**src/csm_pkg.sv**
```systemverilog
// Shared constants for the speed-mode control block
package csm_pkg;
	localparam logic [15:0] CMD_PORT_ADDR = 16'h0064;
	localparam logic [7:0]  CODE_SLOW     = 8'hea;
	localparam logic [7:0]  CODE_FAST     = 8'he5;
	localparam int          CLK_MHZ       = 25;
	localparam int          SLOW_MHZ      = 8;
	// Wait count per slowed bus cycle; ready is held back this many cycles plus one
	localparam logic [3:0]  WAIT_DEFAULT  = 4'h2;
	localparam logic        MODE_FAST     = 1'b0;
	localparam logic        MODE_SLOW     = 1'b1;
	localparam logic [3:0]  TONE_LOW_HALF = 4'hf;
	localparam logic [3:0]  TONE_HIGH_HALF = 4'h5;
	localparam logic [11:0] TONE_LEN      = 12'h0fff;
endpackage

```
**src/csm_wait_if.sv**
```systemverilog
// Handshake between the mode core and the wait-state stretcher
`timescale 1ns/10ps
`default_nettype none
interface csm_wait_if;
	logic       slow;
	logic [3:0] waits;
	modport core (output slow, output waits);
	modport gen  (input slow, input waits);
endinterface
`default_nettype wire

```
**src/csm_speed_ctl.sv**
```systemverilog
// Speed-mode control: command port latch, cache gate, waits, tone
// How it works
// - The processor clock passes through untouched in both modes.
// - Slowed mode disables the cache and stretches each bus cycle.
// - A byte write of the slow code to port 64h enters slowed mode.
// - A byte write of the fast code to port 64h returns to full speed.
// - Warm and software resets leave the mode latch as it is.
// - Power-on reset reloads the mode from the setup selection.
// - Keyboard-initiated changes sound a low or high tone.
`timescale 1ns/10ps
`default_nettype none
module csm_speed_ctl
#(
	parameter logic [3:0] WAIT_STATES = csm_pkg::WAIT_DEFAULT
)
(
	input  wire logic        mclk,
	input  wire logic        reset_n,
	input  wire logic        por_n,
	input  wire logic        setup_slow,
	input  wire logic        io_wr,
	input  wire logic [15:0] io_addr,
	input  wire logic [7:0]  io_data,
	input  wire logic        kbd_src,
	input  wire logic        cyc_start,
	output logic             cyc_ready,
	output logic             cpu_clk,
	output logic             cache_en,
	output logic             slow_mode,
	output logic             cmd_other,
	output logic [7:0]       cmd_other_data,
	output logic             spkr
);
	typedef enum logic [1:0]
	{
		CSM_QUIET = 2'b01,
		CSM_TONE  = 2'b10
	} csm_state_t;

	typedef struct packed
	{
		csm_state_t  st;
		logic        mode;
		logic        por_seen;
		logic        other;
		logic [7:0]  other_data;
		logic        tone_low;
		logic [3:0]  half;
		logic [11:0] len;
		logic        spk;
	} csm_core_t;

	csm_core_t s;
	csm_core_t next_s;
	logic      port_hit;
	logic      is_slow;
	logic      is_fast;
	logic      tone_go;

	// Exact stall length that a slowed bus cycle must see
	localparam int WAIT_HI = int'(WAIT_STATES) + 1;

	csm_wait_if wif();

	assign port_hit = io_wr && io_addr == csm_pkg::CMD_PORT_ADDR;
	assign is_slow  = port_hit && io_data == csm_pkg::CODE_SLOW;
	assign is_fast  = port_hit && io_data == csm_pkg::CODE_FAST;
	// A keyboard code during a tone restarts it from the top
	assign tone_go  = s.por_seen && kbd_src && (is_slow || is_fast);

	always_comb
	begin
		next_s       = s;
		next_s.other = 1'b0;
		// Setup strap taken on the first clock after power-on release
		if (!s.por_seen)
		begin
			next_s.por_seen = 1'b1;
			next_s.mode     = setup_slow;
		end
		else if (is_slow)
			next_s.mode = csm_pkg::MODE_SLOW;
		else if (is_fast)
			next_s.mode = csm_pkg::MODE_FAST;
		else if (port_hit)
		begin
			next_s.other      = 1'b1;
			next_s.other_data = io_data;
		end
		if (tone_go)
		begin
			next_s.st       = CSM_TONE;
			next_s.tone_low = is_slow;
			next_s.len      = csm_pkg::TONE_LEN;
			next_s.half     = 4'h0;
		end
		else
		begin
			case (s.st)
				CSM_QUIET:
					next_s.spk = 1'b0;
				CSM_TONE:
				begin
					next_s.len = s.len - 12'h001;
					if (s.half == (s.tone_low ? csm_pkg::TONE_LOW_HALF
						: csm_pkg::TONE_HIGH_HALF))
					begin
						next_s.half = 4'h0;
						next_s.spk  = !s.spk;
					end
					else
						next_s.half = s.half + 4'h1;
					if (s.len == 12'h000)
					begin
						next_s.st  = CSM_QUIET;
						next_s.spk = 1'b0;
					end
				end
				default:
					next_s.st = CSM_QUIET;
			endcase
		end
	end

	// Only power-on clears state; warm resets never reach this flop
	always_ff @(posedge mclk or negedge por_n)
	begin
		if (!por_n)
		begin
			s          <= '0;
			s.st       <= CSM_QUIET;
		end
		else
			s <= next_s;
	end

	assign wif.slow  = s.mode;
	assign wif.waits = WAIT_STATES;

	csm_wait_gen u_wait
	(
		.mclk      (mclk),
		.reset_n   (reset_n),
		.wif       (wif),
		.cyc_start (cyc_start),
		.cyc_ready (cyc_ready)
	);

	assign cpu_clk        = mclk;
	assign cache_en       = !s.mode;
	assign slow_mode      = s.mode;
	assign cmd_other      = s.other;
	assign cmd_other_data = s.other_data;
	assign spkr           = s.spk;

	a_slow_entry: assert property (@(posedge mclk)
		disable iff (!por_n)
		s.por_seen && is_slow |=> slow_mode && !cache_en)
		else $error("slow code did not enter slowed mode");
	a_fast_entry: assert property (@(posedge mclk)
		disable iff (!por_n)
		s.por_seen && is_fast |=> !slow_mode && cache_en)
		else $error("fast code did not restore full speed");
	a_other_keep: assert property (@(posedge mclk)
		disable iff (!por_n)
		s.por_seen && !is_slow && !is_fast |=> $stable(slow_mode))
		else $error("mode changed without a speed code");
	a_other_pass: assert property (@(posedge mclk)
		disable iff (!por_n)
		s.por_seen && port_hit && !is_slow && !is_fast
		|=> cmd_other && cmd_other_data == $past(io_data))
		else $error("other command not passed on");
	a_cache_gate: assert property (@(posedge mclk)
		disable iff (!por_n)
		cache_en == !slow_mode)
		else $error("cache enable disagrees with mode");
	a_wait_stall: assert property (@(posedge mclk)
		disable iff (!reset_n)
		cyc_start && slow_mode && WAIT_STATES != 4'h0 |-> !cyc_ready)
		else $error("slowed cycle not stretched");
	a_wait_done: assert property (@(posedge mclk)
		disable iff (!reset_n)
		cyc_start && slow_mode && !u_wait.s.busy
		|-> ##[WAIT_HI:WAIT_HI] cyc_ready)
		else $error("slowed cycle not released in time");
	a_fast_nowait: assert property (@(posedge mclk)
		disable iff (!reset_n)
		cyc_start && !slow_mode && !u_wait.s.busy |-> cyc_ready)
		else $error("full-speed cycle stretched");
	a_por_load: assert property (@(posedge mclk)
		disable iff (!por_n)
		!s.por_seen |=> slow_mode == $past(setup_slow))
		else $error("setup mode not loaded at power-on");
	a_warm_hold: assert property (@(posedge mclk)
		disable iff (!por_n)
		s.por_seen && !reset_n && !is_slow && !is_fast
		|=> $stable(slow_mode))
		else $error("warm reset changed the mode");
	a_kbd_tone: assert property (@(posedge mclk)
		disable iff (!por_n)
		tone_go && is_slow |=> s.st == CSM_TONE && s.tone_low
		&& s.len == csm_pkg::TONE_LEN)
		else $error("no low tone on keyboard slow switch");
	a_kbd_high: assert property (@(posedge mclk)
		disable iff (!por_n)
		tone_go && is_fast |=> s.st == CSM_TONE && !s.tone_low
		&& s.len == csm_pkg::TONE_LEN)
		else $error("no high tone on keyboard fast switch");
	a_tone_hold: assert property (@(posedge mclk)
		disable iff (!por_n)
		s.st == CSM_TONE && s.len != 12'h000 |=> s.st == CSM_TONE)
		else $error("tone ended before its length ran out");
	a_tone_end: assert property (@(posedge mclk)
		disable iff (!por_n)
		s.st == CSM_TONE && s.len == 12'h000 && !tone_go
		|=> s.st == CSM_QUIET && !spkr)
		else $error("tone kept sounding past its length");

	c_to_slow: cover property (@(posedge mclk) disable iff (!por_n)
		s.por_seen && is_slow);
	c_to_fast: cover property (@(posedge mclk) disable iff (!por_n)
		slow_mode ##1 is_fast);
	c_kbd_tone: cover property (@(posedge mclk) disable iff (!por_n)
		s.st == CSM_TONE ##[1:8] spkr);
	c_tone_high: cover property (@(posedge mclk) disable iff (!por_n)
		tone_go && is_fast);
	c_warm_keep: cover property (@(posedge mclk) disable iff (!por_n)
		slow_mode && !reset_n);
endmodule // csm_speed_ctl
`default_nettype wire

```
**src/csm_wait_gen.sv**
```systemverilog
// Wait-state stretcher that holds off bus ready in slowed mode
`timescale 1ns/10ps
`default_nettype none
module csm_wait_gen
(
	input  wire logic mclk,
	input  wire logic reset_n,
	csm_wait_if.gen   wif,
	input  wire logic cyc_start,
	output logic      cyc_ready
);
	typedef struct packed
	{
		logic [3:0] cnt;
		logic       busy;
	} csm_wst_t;
	csm_wst_t s;
	csm_wst_t next_s;

	always_comb
	begin
		next_s = s;
		if (cyc_start && wif.slow && wif.waits != 4'h0)
		begin
			next_s.busy = 1'b1;
			next_s.cnt  = wif.waits;
		end
		else if (s.busy)
		begin
			next_s.cnt  = s.cnt - 4'h1;
			next_s.busy = (s.cnt != 4'h1);
		end
	end

	always_ff @(posedge mclk or negedge reset_n)
	begin
		if (!reset_n)
			s <= '0;
		else
			s <= next_s;
	end

	// Full speed starts no stall but waits out a count left from slowed mode; slowed mode stalls each bus cycle when waits is nonzero
	assign cyc_ready = !s.busy && !(cyc_start && wif.slow
		&& wif.waits != 4'h0);
endmodule // csm_wait_gen
`default_nettype wire

```
**config.mk**
```make
export PLATFORM = sky130hd
export DESIGN_NAME = csm_speed_ctl
export DESIGN_NICKNAME = d
export VERILOG_FILES = /design/src/csm_pkg.sv /design/src/csm_wait_if.sv /design/src/csm_speed_ctl.sv /design/src/csm_wait_gen.sv
export SDC_FILE = /design/constraint.sdc
export NUM_CORES = 1
export LEC_CHECK = 0
export ABC_AREA = 1
export BUFFER_PORTS_ARGS = -buffer_cell sky130_fd_sc_hd__buf_2
export CAP_MARGIN = 20
export CORE_MARGIN = 1
export CORE_UTILIZATION = 49
export DETAILED_ROUTE_END_ITERATION = 12
export PLACE_DENSITY_LB_ADDON = 0.05
export RECOVER_POWER = 50
export SLEW_MARGIN = 40
export SYNTH_ARGS = -nofsm -noshare
export SYNTH_HDL_FRONTEND = slang
export SYNTH_SLANG_ARGS = --single-unit
```
**constraint.sdc**
```tcl
create_clock -name mclk -period 1.5 [get_ports mclk]
set_input_delay 0.15 -clock mclk [delete_from_list [all_inputs] [get_ports mclk]]
set_output_delay 0.15 -clock mclk [all_outputs]
set_load 0.02 [all_outputs]
```
---- After elaboration in Yosys (flattened, before gate mapping) ----
Cells that the tools add are included.
word-level totals
  flip-flop bits (word level) ............. 36
  output and inout port bits .............. 14
operators by class
  add/subtract/negate cells ............... 3
  eq/ne operators ......................... 11
  mux-type cells .......................... 19
  bitwise logic cells ..................... 3
  reduce and logical (&&, ||, !) cells .... 19
operator list
  operator                 number
  $mux W9                  4
  $mux W16                 2
  $eq A16 B7 Y1 const B    1
  $eq A8 B8 Y1 const B     2
  $logic_not A12 Y1        1
  $sub A12 B1 Y12 const B  1
  $mux W5                  2
  $mux W4                  2
  $logic_and A1 B1 Y1      7
  $ne A3 B3 Y1 const B     2
  $reduce_bool A2 Y1       3
  $mux W1                  5
  $add A4 B1 Y4 const B    1
  $eq A4 B4 Y1             1
  $logic_not A1 Y1         4
  $mux W2                  2
  $ne A4 B1 Y1 const B     1
  $pmux W2 S2              1
  $reduce_and A4 Y1        1
  $sub A4 B1 Y4 const B    1
  $ne A3 B1 Y1 const B     1
  $not A1 Y1               3
  $reduce_and A3 Y1        1
  $eq A2 B1 Y1 const B     1
  other kinds (5)          5

---- Logic depth before layout (Yosys ltp) ----
  depth in word-level cells ............... 7
  gate-level depth with buffers ........... 10
  gate-level depth less buffers ........... 10

---- Hierarchy ----
A second synthesis with hierarchy kept.
unflattened totals
  cells, all modules ...................... 272
  area total of the unflattened synthesis .. 2089.5 um^2
modules (own cells, without submodules)
  module         instances  cells each  area an instance (um^2)  sequential area each (um^2)
  csm_speed_ctl  1          224         1759.2                   777.0
  csm_wait_gen   1          48          330.3                    125.1

==> summary.md <==
| Metric | Value |
|---|---|
| Antenna violations before repair | `0` |
| Summed instance area of the synthesized netlist | `just over 2000 um^2` |
| Number of instances in the synthesized netlist | `~270` |
| Total power draw | `around 2.5 mW` |
| Final hold violation count | `0` |
| TritonCTS clock tree | `yes` |
| Post-layout minimum cycle time | `1.43 ns` |
| Sum of net half-perimeters after detailed placement | `2.95 mm` |
| Via count of the routed design | `about 1700` |
| Most instantiated cells after synthesis | `sky130_fd_sc_hd__nand2_1 (77), sky130_fd_sc_hd__inv_1 (47), sky130_fd_sc_hd__dfrtp_1 (35), sky130_fd_sc_hd__nor2_1 (30), sky130_fd_sc_hd__nand3_1 (22)` |
| Worst hold path class | `primary input to flop` |
| Effective utilization at floorplan | `0.513` |
| Vias per cell | `~4.7` |
| Number of nets in the finished design | `~360` |
| Row count | `23` |
| Status | `finished, final reports clean` |
| Synth warn | `0` |
| Overall global routing resource usage | `0.200` |
| Post-synth EDFFs | `0` |
| Synth-to-layout area growth | `20.2%` |
| Net count after synthesis | `around 300` |
| Count of routing violations after the opening detailed-route iteration | `73` |
| MaxCap Viol Count | `0` |
| Leakage power total | `roughly 1.4 nW` |
| Worst path required time | `about 1.4 ns` |
| DRC violation count after routing | `0` |
| Part of the Yosys area used for sequential elements | `0.436` |
| FMAX | `roughly 700 MHz` |
| Die W | `around 67 um` |
| Most used flip-flop cell after synthesis | `sky130_fd_sc_hd__dfrtp_1` |
| Wire length of the first global-routing pass | `about 6.6 mm` |
| CP Data Arrival Time | `roughly 1.3 ns` |
| Mean cell area of the mapped netlist | `7.63 um^2` |
| Number of cells in the finished layout apart from fillers | `approximately 370` |
| Total Routed Length | `3.95 mm` |
| Worst Max-Slew Pin Slew | `0.771 ns` |
| Worst reg2reg endpoint | `s[9]$_DFFE_PN0P_` |
| Min setup slack post-route | `just under 0.07 ns` |
| Worst hold margin | `roughly 0.0044 ns` |
| Nature of the critical path startpoint | `flop` |
| Cell type contributing the most total cell area after synthesis | `sky130_fd_sc_hd__dfrtp_1` |
| Most repeated cell in the gate-level netlist after synthesis | `sky130_fd_sc_hd__nand2_1` |
| Max VDD drop | `581 uV` |
| Vias in the first global route | `between 1500 and 2000` |
| Count of boundary I/O pins | `45` |
| Capturing element type of the critical path | `output pin` |
| Floorplan die area | `4480 um^2` |
| Hold Path End | `cmd_other_data[6]$_DFFE_PN0P_` |
| Detailed-routing iteration count for the pre-antenna-repair pass | `4` |
| Post-detailed-route count of antenna-violating nets | `0` |
| Final-report setup violation count | `0` |
| Worst R2R Path Depth | `9` |
| Synth top area cells | `sky130_fd_sc_hd__dfrtp_1 (42%), sky130_fd_sc_hd__nand2_1 (14%), sky130_fd_sc_hd__inv_1 (8.5%)` |
| Clock-pin transition on the worst setup and hold timing paths | `about 0.070 ns` |
| Port Buffers | `44` |
| Worst R2R Start | `s[29]$_DFFE_PN1P_` |
| Share of the core filled with cells in the final layout | `0.617` |
| Share of post-route cells with drive strength above 1 | `0.250` |
| Library cells used by synthesis | `28` |
| Worst slack after detailed placement | `about 0.0067 ns` |
| Max-slew violation count | `0` |
| Final estimated routing congestion in global placement | `0.760` |
| Pin count of the biggest net entering global routing | `32` |
| Post-synthesis async set-or-reset flop share | `1.00` |
| Peak fanout along the critical path | `5` |
| Fin Clk Skew | `0.00493 ns` |
| Vert. Die Dim | `approximately 67 um` |
| Worst R2R Setup Slack | `roughly 0.09 ns` |
| Max-slew headroom at the worst pin | `0.486` |
| Number of antenna repair diodes | `0` |
| CORE AREA | `between 4000 and 5000 um^2` |
| Setup repair after global routing missed its margin | `true` |
| Clock Latency Late Sink | `between 0.3 and 0.4 ns` |
| Cell Pwr Density | `~1000 nW/um^2` |
| Worst hold path startpoint | `io_data[6]` |
| Overflow left after global routing | `0` |
| WS Path Type | `flop to output pin` |
| Number of cells on the worst hold path | `3` |
| Routed wire length per instance | `approximately 11 um` |
| Post-placement cell count | `359` |
| Final period util | `0.954` |
| Synthesized flop and latch total | `36` |
| Top cell type's share of synthesized area | `0.423` |
==> cells by family (layout without fill, tap and decap cells) <==
family                   Yosys count  in the layout  share of synthesized area
AND/OR/NAND/NOR                  145            145                      0.315
buffers and inverters             59            112                      0.131
flip-flops                        36             36                      0.436
AO/OA/AOI/OAI                     17             17                     0.0490
adder cells (fa/ha/maj)            7              7                     0.0423
XOR/XNOR                           6              6                     0.0254
other                              1              1                    0.00181
==> power by group <==
group	internal (mW)	leakage [nW]	switching (mW)	total, mW
combinational	0.202	0.915	0.270	0.472
sequential	1.07	0.428	0.0730	1.14
clock	0.504	0.0665	0.408	0.912
total	1.77	1.41	0.751	2.52
==> per-layer routing <==
metal	vias up	GRT usage	part of all wire
met2	36	0.341	0.47
met4	0	0.0745	0.012
met1	780	0.236	0.49
li1	924	-	-
met3	4	0.0548	0.034
met5	-	0	0
==> through the flow <==
step	TNS, ns	cell area (um^2)
6_report	0	2490
5_1_grt	-0.0328	2490
3_5_place_dp	0	2300
3_3_place_gp	0	2300
4_1_cts	0	2460
2_1_floorplan	0	2070
==> final cells by class <==
class,instances,area (um^2)
Inverter,47,176
Clock buffer,10,119
Fill cell,380,1540
Timing Repair Buffer,54,302
Clock inverter,1,5.00
Multi-Input combinational cell,176,920
Tap cell,50,62.6
Sequential cell,36,902
==> what timing repair did <==
item / 4_1_cts / 5_1_grt
hold endpoints to repair: 35 / 0
resized for setup: 4 / 8
hold buffers: 2 / 0
pin swaps: 0 / 3
setup endpoints to repair: 2 / 6
buffers inserted: 1 / 2
==> sequential cells by signal (all words and copies together), names as in the netlist <==
signal and cells:
s 20, cmd_other_data 8, u_wait.s 5, cmd_other 1, slow_mode 1, spkr 1
==> critical path, stage by stage (launching register included) <==
cell and delay (ns):
sky130_fd_sc_hd__dfrtp_1 0.42, sky130_fd_sc_hd__nand2_2 0.13, sky130_fd_sc_hd__inv_1 0.09, sky130_fd_sc_hd__nor2_4 0.11, sky130_fd_sc_hd__buf_4 0.15
==> cells in the final DEF, fill, tap and decap left out <==
cell type | synthesis | routed
sky130_fd_sc_hd__xnor2_1 | 1 | 1
sky130_fd_sc_hd__nand4_1 | 1 | 2
sky130_fd_sc_hd__nor2_2 | 2 | 3
sky130_fd_sc_hd__clkinv_2 | 0 | 1
sky130_fd_sc_hd__nand2_2 | 3 | 6
sky130_fd_sc_hd__dlygate4sd3_1 | 0 | 2
sky130_fd_sc_hd__clkbuf_2 | 0 | 1
sky130_fd_sc_hd__nand3b_1 | 4 | 4
sky130_fd_sc_hd__conb_1 | 1 | 1
sky130_fd_sc_hd__inv_1 | 47 | 44
sky130_fd_sc_hd__buf_4 | 11 | 9
sky130_fd_sc_hd__a41oi_1 | 1 | 1
sky130_fd_sc_hd__nor2_1 | 30 | 28
sky130_fd_sc_hd__xor2_1 | 5 | 5
sky130_fd_sc_hd__nand3_1 | 22 | 22
sky130_fd_sc_hd__ha_4 | 0 | 1
sky130_fd_sc_hd__clkbuf_8 | 0 | 8
sky130_fd_sc_hd__nor3_1 | 1 | 1
sky130_fd_sc_hd__buf_2 | 0 | 42
sky130_fd_sc_hd__clkbuf_1 | 0 | 2
sky130_fd_sc_hd__o211ai_1 | 2 | 2
sky130_fd_sc_hd__ha_1 | 7 | 6
sky130_fd_sc_hd__a22o_1 | 1 | 1
sky130_fd_sc_hd__nor3_4 | 2 | 2
sky130_fd_sc_hd__o21ai_1 | 2 | 3
sky130_fd_sc_hd__o21ai_2 | 1 | 1
sky130_fd_sc_hd__o21ai_0 | 6 | 5
sky130_fd_sc_hd__nor2_4 | 1 | 2
sky130_fd_sc_hd__nand2_1 | 77 | 74
sky130_fd_sc_hd__a21oi_1 | 4 | 4
sky130_fd_sc_hd__dfstp_2 | 1 | 1
sky130_fd_sc_hd__inv_2 | 0 | 3
sky130_fd_sc_hd__dfrtp_1 | 35 | 35
sky130_fd_sc_hd__nand3_2 | 1 | 1
==> worst max path at each step <==
stage,from,end,cells past startpoint
finish,slow_mode$_DFFE_PN0P_,cyc_ready,4
global route,s[1]$_DFFE_PN0P_,s[11]$_DFFE_PN0P_,9
CTS,s[29]$_DFFE_PN1P_,s[12]$_DFFE_PN0P_,7
detailed placement,s[29]$_DFFE_PN1P_,s[9]$_DFFE_PN0P_,9
global placement,s[29]$_DFFE_PN1P_,s[9]$_DFFE_PN0P_,9
floorplan,s[29]$_DFFE_PN1P_,s[9]$_DFFE_PN0P_,10
Note: power is estimated with default switching activity, not from simulation.
